### src/core/outsel_regs.svh
// Function codes, defaults and sizes for the output function selector
`ifndef OUTSEL_REGS_SVH
`define OUTSEL_REGS_SVH

// ----------------------------------------------------------------
// Function code width
// ----------------------------------------------------------------
`define OFS_CODE_W          4

// ----------------------------------------------------------------
// Function codes
// ----------------------------------------------------------------
`define OFS_CODE_DISABLED   4'h0
`define OFS_CODE_HEAT       4'h1
`define OFS_CODE_COOL       4'h2
`define OFS_CODE_ALARM1     4'h3
`define OFS_CODE_ALARM2     4'h4
`define OFS_CODE_ALARM3     4'h5
`define OFS_CODE_ALARM1_INV 4'h6
`define OFS_CODE_ALARM2_INV 4'h7
`define OFS_CODE_ALARM3_INV 4'h8
`define OFS_CODE_TIMER_END  4'h9
`define OFS_CODE_TIMER_RUN  4'hA
`define OFS_CODE_LAST       4'hA

// ----------------------------------------------------------------
// Factory defaults
// ----------------------------------------------------------------
`define OFS_FIRST_DEFAULT   4'h1
`define OFS_SECOND_DEFAULT  4'h0

`endif

### src/core/outsel_pkg.sv
// Types shared by the output function selector files
package outsel_pkg;

	// ----------------------------------------------------------------
	// Types
	// ----------------------------------------------------------------
	typedef logic [3:0] func_code_t;   // One output's function code
	typedef logic [2:0] alarm_set_t;   // Alarm 3..1 active flags

	// Which output a configuration write addresses
	typedef enum logic {
		SEL_FIRST,
		SEL_SECOND
	} out_select_t;

endpackage : outsel_pkg

### src/core/output_channel.sv
// Decode of one function code into an output active level
`timescale 1ns/1ps
`include "outsel_regs.svh"

module output_channel
(
	input  wire outsel_pkg::func_code_t code,       // Stored function code
	input  wire logic                   heat_dem,   // Heating demanded
	input  wire logic                   cool_dem,   // Cooling demanded
	input  wire outsel_pkg::alarm_set_t alarm_act,  // Alarm active flags
	input  wire logic                   timer_end,  // Timer has timed out
	input  wire logic                   timer_run,  // Timer is running
	output wire logic                   active      // Output active level
);

	// ----------------------------------------------------------------
	// Code decode
	// ----------------------------------------------------------------
	// Disabled and unknown codes decode to nothing, so output is off
	wire logic sel_heat  = (code == `OFS_CODE_HEAT);
	wire logic sel_cool  = (code == `OFS_CODE_COOL);
	wire logic sel_a1    = (code == `OFS_CODE_ALARM1);
	wire logic sel_a2    = (code == `OFS_CODE_ALARM2);
	wire logic sel_a3    = (code == `OFS_CODE_ALARM3);
	wire logic sel_a1i   = (code == `OFS_CODE_ALARM1_INV);
	wire logic sel_a2i   = (code == `OFS_CODE_ALARM2_INV);
	wire logic sel_a3i   = (code == `OFS_CODE_ALARM3_INV);
	wire logic sel_tend  = (code == `OFS_CODE_TIMER_END);
	wire logic sel_trun  = (code == `OFS_CODE_TIMER_RUN);

	// ----------------------------------------------------------------
	// Source terms
	// ----------------------------------------------------------------
	// Control demands, normal sense
	wire logic term_ctrl = (sel_heat & heat_dem)             // RULE3
	                     | (sel_cool & cool_dem);            // RULE4
	// Alarms, normal sense
	wire logic term_alm  = (sel_a1 & alarm_act[0])
	                     | (sel_a2 & alarm_act[1])
	                     | (sel_a3 & alarm_act[2]);          // RULE7
	// Alarms, inverted sense: off while alarm active
	wire logic term_inv  = (sel_a1i & ~alarm_act[0])
	                     | (sel_a2i & ~alarm_act[1])
	                     | (sel_a3i & ~alarm_act[2]);        // RULE8
	// Timer status
	wire logic term_tmr  = (sel_tend & timer_end)            // RULE10
	                     | (sel_trun & timer_run);           // RULE11

	// Disabled code selects no term at all
	assign active = term_ctrl | term_alm | term_inv | term_tmr; // RULE2

endmodule : output_channel

### src/core/output_function_selector.sv
// Output function selector for the first and second discrete outputs
`timescale 1ns/1ps
`include "outsel_regs.svh"

// Overview of operation
// (RULE1) First defaults heat, second defaults disabled
// (RULE2) Disabled code holds output off always
// (RULE3) First output heat code follows heat demand
// (RULE4) First output cool code follows cool demand
// (RULE5) Second output heat code follows heat demand
// (RULE6) Second output cool code follows cool demand
// (RULE7) Normal alarm code: active while alarm active
// (RULE8) Inverted alarm code: inactive while alarm active
// (RULE9) Analogue second output: zero current when inverted
// (RULE10) Timer end code: active once timed out
// (RULE11) Timer run code: active while running
// (RULE12) First stage maps to relay or logic
// (RULE13) Codes persist, changed only at configuration level; a valid saved-code restore also loads them at any level
module output_function_selector
(
	input  wire logic                    clock,               // 100 MHz clock
	input  wire logic                    srst,                // Sync reset, high
	input  wire logic                    clock_en,            // Freezes state when low
	input  wire logic                    heat_demand,         // Loop heat demand
	input  wire logic                    cool_demand,         // Loop cool demand
	input  wire outsel_pkg::alarm_set_t  alarm_active,        // Alarm 3..1 active
	input  wire logic                    timer_timed_out,     // Timer end status
	input  wire logic                    timer_running,       // Timer run status
	input  wire logic                    config_level,        // Config access level
	input  wire logic                    cfg_write,           // Setting write strobe
	input  wire outsel_pkg::out_select_t cfg_target,          // Output addressed
	input  wire outsel_pkg::func_code_t  cfg_code,            // Code to store
	input  wire logic                    restore_valid,       // Saved codes present
	input  wire outsel_pkg::func_code_t  restore_first,       // Saved first code
	input  wire outsel_pkg::func_code_t  restore_second,      // Saved second code
	input  wire logic                    first_is_logic_pin,  // Strap: logic drive fitted
	input  wire logic                    second_is_analog_pin,// Strap: analogue fitted
	output logic                         first_relay_energise,// First relay coil
	output logic                         first_logic_drive,   // First logic drive
	output logic                         second_relay_energise,// Second relay coil
	output logic                         second_current_on,   // Second current on
	output outsel_pkg::func_code_t       first_output_function_setting,  // Stored
	output outsel_pkg::func_code_t       second_output_function_setting, // Stored
	output logic                         cfg_refused          // Write refused pulse
);

	// ----------------------------------------------------------------
	// Strap synchronisers
	// ----------------------------------------------------------------
	logic first_logic_meta;     // First stage of logic strap
	logic first_logic_sync;     // Synchronised logic strap
	logic second_analog_meta;   // First stage of analogue strap
	logic second_analog_sync;   // Synchronised analogue strap

	// Two flops per strap pin; only the second is read by logic
	always_ff @(posedge clock)
	begin
		if (srst)
		begin
			first_logic_meta   <= 1'b0;
			first_logic_sync   <= 1'b0;
			second_analog_meta <= 1'b0;
			second_analog_sync <= 1'b0;
		end
		else if (clock_en)
		begin
			first_logic_meta   <= first_is_logic_pin;
			first_logic_sync   <= first_logic_meta;
			second_analog_meta <= second_is_analog_pin;
			second_analog_sync <= second_analog_meta;
		end
	end

	// ----------------------------------------------------------------
	// Setting write decode
	// ----------------------------------------------------------------
	// Code must be one of the defined functions
	wire logic code_known   = (cfg_code <= `OFS_CODE_LAST);
	// Writes only count from the configuration access level
	wire logic write_ok     = cfg_write & config_level & code_known;   // RULE13
	wire logic write_bad    = cfg_write & ~write_ok;
	wire logic write_first  = write_ok & (cfg_target == outsel_pkg::SEL_FIRST);
	wire logic write_second = write_ok & (cfg_target == outsel_pkg::SEL_SECOND);
	// Saved codes are accepted only if they are known codes
	wire logic restore_f_ok = restore_valid & (restore_first <= `OFS_CODE_LAST);
	wire logic restore_s_ok = restore_valid & (restore_second <= `OFS_CODE_LAST);

	// Next stored codes: a configuration write beats a restore
	wire outsel_pkg::func_code_t next_first_setting =
		write_first  ? cfg_code :
		restore_f_ok ? restore_first : first_output_function_setting;
	wire outsel_pkg::func_code_t next_second_setting =
		write_second ? cfg_code :
		restore_s_ok ? restore_second : second_output_function_setting;

	// ----------------------------------------------------------------
	// Setting storage
	// ----------------------------------------------------------------
	// Factory defaults on reset, then held until a legal change
	always_ff @(posedge clock)
	begin
		if (srst)
		begin
			first_output_function_setting  <= `OFS_FIRST_DEFAULT;  // RULE1
			second_output_function_setting <= `OFS_SECOND_DEFAULT; // RULE1
			cfg_refused                    <= 1'b0;
		end
		else if (clock_en)
		begin
			first_output_function_setting  <= next_first_setting;  // RULE13
			second_output_function_setting <= next_second_setting; // RULE13
			cfg_refused                    <= write_bad;
		end
	end

	// ----------------------------------------------------------------
	// Function decode per output
	// ----------------------------------------------------------------
	logic first_active;    // First output active level
	logic second_active;   // Second output active level

	// First output decoder
	output_channel u_first
	(
		.code      (first_output_function_setting),
		.heat_dem  (heat_demand),
		.cool_dem  (cool_demand),
		.alarm_act (alarm_active),
		.timer_end (timer_timed_out),
		.timer_run (timer_running),
		.active    (first_active)
	);

	// Second output decoder
	output_channel u_second
	(
		.code      (second_output_function_setting),
		.heat_dem  (heat_demand),                      // RULE5
		.cool_dem  (cool_demand),                      // RULE6
		.alarm_act (alarm_active),
		.timer_end (timer_timed_out),
		.timer_run (timer_running),
		.active    (second_active)
	);

	// ----------------------------------------------------------------
	// Output stage mapping
	// ----------------------------------------------------------------
	// Only the fitted stage is ever driven
	wire logic next_first_relay  = first_active & ~first_logic_sync;   // RULE12
	wire logic next_first_logic  = first_active & first_logic_sync;    // RULE12
	wire logic next_second_relay = second_active & ~second_analog_sync;
	// Inactive analogue stage sits at zero current
	wire logic next_second_curr  = second_active & second_analog_sync; // RULE9

	// Registered drives; all off during reset
	always_ff @(posedge clock)
	begin
		if (srst)
		begin
			first_relay_energise  <= 1'b0;
			first_logic_drive     <= 1'b0;
			second_relay_energise <= 1'b0;
			second_current_on     <= 1'b0;
		end
		else if (clock_en)
		begin
			first_relay_energise  <= next_first_relay;
			first_logic_drive     <= next_first_logic;
			second_relay_energise <= next_second_relay;
			second_current_on     <= next_second_curr;
		end
	end

	wire logic first_any  = first_relay_energise | first_logic_drive;
	wire logic second_any = second_relay_energise | second_current_on;
endmodule : output_function_selector

### config.mk
export PLATFORM = sky130hd
export DESIGN_NAME = output_function_selector
export DESIGN_NICKNAME = d
export VERILOG_FILES = /design/src/core/outsel_pkg.sv /design/src/core/output_channel.sv /design/src/core/output_function_selector.sv
export VERILOG_INCLUDE_DIRS = /design/src /design/src/core
export SDC_FILE = /design/constraint.sdc
export NUM_CORES = 1
export LEC_CHECK = 0
export BUFFER_PORTS_ARGS = -buffer_cell sky130_fd_sc_hd__buf_2
export CAP_MARGIN = 5
export CORE_MARGIN = 10
export CORE_UTILIZATION = 49
export CTS_BUF_LIST = sky130_fd_sc_hd__clkbuf_4
export DETAILED_ROUTE_END_ITERATION = 10
export GPL_ROUTABILITY_DRIVEN = 0
export GPL_TIMING_DRIVEN = 0
export PLACE_DENSITY_LB_ADDON = 0.25
export SYNTH_ARGS = -nofsm -noshare
export SYNTH_HDL_FRONTEND = slang
export SYNTH_SLANG_ARGS = --single-unit
### constraint.sdc
create_clock -name clock -period 1.6 [get_ports clock]
set_input_delay 0.24 -clock clock [delete_from_list [all_inputs] [get_ports clock]]
set_output_delay 0.24 -clock clock [all_outputs]
set_load 0.1 [all_outputs]
# [Word level (Yosys, flattened, before mapping)]
# Cells that the tools add are included.
[totals] ff_bits=17 in_bits=28 word_cells=98
[op_classes] magnitude_cmp=3 eq_ne=20 mux=4 n_bitwise=56 reduce_logical=4
[op_table] cell="4-bit by 3-bit == test with 1-bit output, second input constant" n=8
[op_table] cell="1-bit bitwise AND" n=31
[op_table] cell="4-bit == test, second input constant" n=6
[op_table] cell="1-bit OR" n=18
[op_table] cell="4-bit by 2-bit == test with 1-bit output, second input constant" n=4
[op_table] cell="4-bit two-way mux" n=4
[op_table] cell="4-bit <= comparator, second input constant" n=3
[op_table] cell="4-bit by 1-bit == test with 1-bit output, second input constant" n=2
[op_table] cell="1-bit inverter" n=7
[op_table] cell="2-bit AND reduction" n=2
[op_table] cell="2-bit nonzero test" n=2

# [Logic depth before layout (Yosys ltp)]
[logic_depth] word_depth=8 mapped_depth=5 depth_no_buf=4

# [Cells and area by module]
# Synthesis repeated with hierarchy kept, for this count alone.
[hier_totals] cells_unflattened=113 hier_area_um2=1024.7
[modules_own_cells] mod="output_function_selector" n_inst=1 cells_each=85 area_each_um2=817.0 seq_area_each_um2=340.3
[modules_own_cells] mod="output_channel" n_inst=2 cells_each=14 area_each_um2=103.8 seq_area_each_um2=0.0

# [Worst setup path before layout]
# OpenSTA, ideal clock, no wires.
[synth_path] path_kind="register -> register" start="register second_output_function_setting[1]" end="register second_current_on" setup_ps=79 arrival_time_ps=1946 t_required_ps=1521 path_slack_ps=-425 path_stages_with_launch=5 period_less_slack_ps=2025 path_cell_list="dfxtp_1 > and2_1 > a21oi_1 > mux4_2 > o211ai_1"
[synth_via] elab_chain_cells=8
[synth_lines] item="start: declaration" line_no="output_function_selector.sv:43" rtl="output outsel_pkg::func_code_t second_output_function_setting,"
[synth_lines] item="start signal: assignment" line_no="output_function_selector.sv:105" rtl="second_output_function_setting <= `OFS_SECOND_DEFAULT;"
[synth_lines] item="start signal: assignment" line_no="output_function_selector.sv:111" rtl="second_output_function_setting <= next_second_setting;"
[synth_lines] item="4-bit by 2-bit == test with 1-bit output (no source line) or 4-bit by 3-bit == test with 1-bit output (tied branches)"
[synth_lines] item="1-bit bitwise AND, on equally long branches" line_no="output_channel.sv:38, output_channel.sv:39"
[synth_lines] item="1-bit OR" line_no="output_channel.sv:39" rtl="| (sel_a2 & alarm_act[1])"
[synth_lines] item="1-bit OR" line_no="output_channel.sv:40" rtl="| (sel_a3 & alarm_act[2]);"
[synth_lines] item="1-bit OR (2 in series)" line_no="output_channel.sv:50" rtl="assign active = term_ctrl | term_alm | term_inv | term_tmr;"
[synth_lines] item="1-bit OR (*)" line_no="output_channel.sv:50"
[synth_lines] item="1-bit bitwise AND (*)" line_no="output_function_selector.sv:154" rtl="wire logic next_second_curr = second_active & second_analog_sync;"
[synth_lines] item="end signal: assignment" line_no="output_function_selector.sv:171" rtl="second_current_on <= next_second_curr;"
[synth_lines] item="end: declaration" line_no="output_function_selector.sv:41" rtl="output logic second_current_on,"
# Mark *: on every way between the ends. The rest lies on a longest branch, timed or not.
# A chain may end at the register's enable or synchronous reset.

# [Worst setup path after layout]
[layout_path] start="register second_output_function_setting[2]" end="output second_output_function_setting[2]"
# No word-level cell between the ends.

==> run metrics <==
outcome=complete, no violations; PD cells=around 850 mW/mm²; commonest non-fill, non-tap cell in the layout=buf_2; flops & latches, synth=17; via count=around 1.0k; Syn Nets=143; Starting DRT DRC Count=67; largest buffer count on any clock path=2; Final Hold Fails=0; number of instances resized during post-cts repair=0; Routed WL=2780 µm; TritonCTS Buffers=3; synthesized area=0.00100 mm²; Yosys warnings=0; Max Clk Rate=707 MHz; final net count=186; MaxCap Viol Count=0; HPWL reported at the end of detailed placement=2280 µm; CP Capture Type=primary output; WS Path Type=reg -> out; RSZ-0062 raised after global routing=no; Data required, critical path=1.36 ns; Largest stage delay, worst path=0.46 ns; Power Total=1.08 mW; vias in the first global route=1,044; Slew HR=66.9%; EDFF count, synth=0; initial antenna violation count=0; design area=0.00126 mm²; worst hold path class=in -> reg; min Tclk post-route=~1.4 ns; final worst-path cycle share=88.4%; CP top delay family=buffers and inverters; share of cells above drive strength 1=between 30% and 40%; core box area=0.00194 mm²; worst slew pin tran=around 0.5 ns; Worst EP arrival=~1.2 ns; Stages on worst setup path=1; highest-count cells in the layout ignoring fill and taps=40 x buf_2, 14 x a21oi_1, 14 x mux2i_1, 11 x dfxtp_1, 8 x nor2_1; 1st-pass router iterations=4; GRT Util Overall=a little over an eighth; Worst setup SP type=register; Starting Density=~52%; crit-path cells=buf_2; Post-DRT Antenna Nets=0; FFs w/ async S/R, synth=0%; # diodes=0; routed vias/inst=roughly 5.7; sequential share of the synthesized area=34.0%; hold-fix buffers at CTS=0; Worst-Skew Late Latency=0.28 ns; die width=65.2 µm; multi-input logic area=636 µm²; sum of negative setup slack=0 ns; Peak VDD IR=0.832 mV; final slew viol count=0; clk sinks=17; register area=approximately 350 µm²; clk_skew=0.00127 ns; Die Ht=65.2 µm; FP Rows=16; postcts setup bufs=0; DR WL/cell=15.1 µm; Setup violations, final=0; Fillers=180; hold path depth=3; die area=0.00425 mm²; top_reg_cell synth=dfxtp_1; largest net degree at the start of global routing=11; Crit path buffers/inverters=1; Boundary Pins=41; first-pass GRT wire length=4750 µm; peak fanout along the critical path=6; Worst-path clk slew=approximately 0.090 ns; H-Tree Depth=1; Residual DRC=0; slowest library cell on the worst path=buf_2; GR Overflow Total=0; library cells used by synthesis=33; leakage power total=0.630 nW; port bufs=38; Area Growth Syn to Fin=26.4%; CTS root buf=clkbuf_4; CTS tree=yes; DP Area=0.00123 mm²; Post-Syn Instances=115; Mean Syn Cell Area=8.70 µm²; Reg2Reg Depth=4
## power breakdown
group	leakage [nW]	internal, mW	switching, mW
Sequential	0.141	0.451	0.0315
Combinational	0.471	0.101	0.251
Clock	0.0184	0.114	0.127
Total	0.630	0.666	0.409
## synth_stat cells, types with 3 or more instances
| library cell | count | area, µm² |
|---|---|---|
| a21o_1 | 3 | 22.5 |
| a21oi_1 | 14 | 70.1 |
| dfxtp_1 | 17 | 340 |
| inv_1 | 4 | 15.0 |
| mux2i_1 | 14 | 140 |
| nand2_1 | 7 | 26.3 |
| nand2b_1 | 3 | 18.8 |
| nand4b_1 | 3 | 26.3 |
| nor2_1 | 8 | 30.0 |
| o211ai_1 | 3 | 22.5 |
| o21ai_0 | 3 | 15.0 |
| o31ai_1 | 7 | 52.6 |
## area by class of cell
type	instances	area share [%]
Multi-Input combinational cell	92	50.2
Sequential cell	17	27.7
Timing Repair Buffer	38	15.0
Tap cell	27	2.67
Clock buffer	4	2.37
Inverter	4	1.19
Buffer	2	0.791
## tightest hold or removal path, delay by kind of cell
family,cells,cell delay [ns]
buffers and inverters,1,0.08
muxes,1,0.06
and+or+nand+nor,1,0.08
## state kept, by name, indices dropped and copies added (netlist names)
name,cells
first_logic_meta,1
second_current_on,1
first_logic_drive,1
second_analog_meta,1
cfg_refused,1
first_logic_sync,1
second_analog_sync,1
first_relay_energise,1
first_output_function_setting,4
second_output_function_setting,4
second_relay_energise,1
## worst paths after layout
kind | start | endpoint | slack [ns]
max | second_output_function_setting[2] | second_output_function_setting[2] | 0.19
min | first_is_logic_pin | first_logic_meta | 0.20
max reg2reg | second_output_function_setting[1] | second_relay_energise | 0.27
min reg2reg | cfg_refused | cfg_refused | 0.47
## routing by layer
metal  track usage [%]  routed length, µm  vias to the layer above
met5                 0                  0                        -
met4              3.74                 21                        0
met3              5.08                168                        4
met2              22.4               1320                       27
met1              15.7               1270                      494
li1                  -                  -                      522
## kinds of logic after synthesis
logic type / count (synthesis) / synth area share, %
AO/OA/AOI/OAI: 36 / 22.9
multiplexers: 16 / 17.4
buffers and inverters: 6 / 2.50
AND/OR/NAND/NOR: 40 / 23.3
flip-flops: 17 / 34.0
## stage by stage
stage                     setup slack, ns  util (%)  hold slack (ns)  instances
after floorplan                    0.0472         -            0.387        115
after global placement              0.180      63.6            0.442        180
after detailed placement            0.141      63.6            0.463        180
after CTS                           0.194      65.1            0.202        184
after global routing                0.132      65.1            0.225        184
final                               0.185      65.1            0.200        184
(Power assumes the default switching activity.)
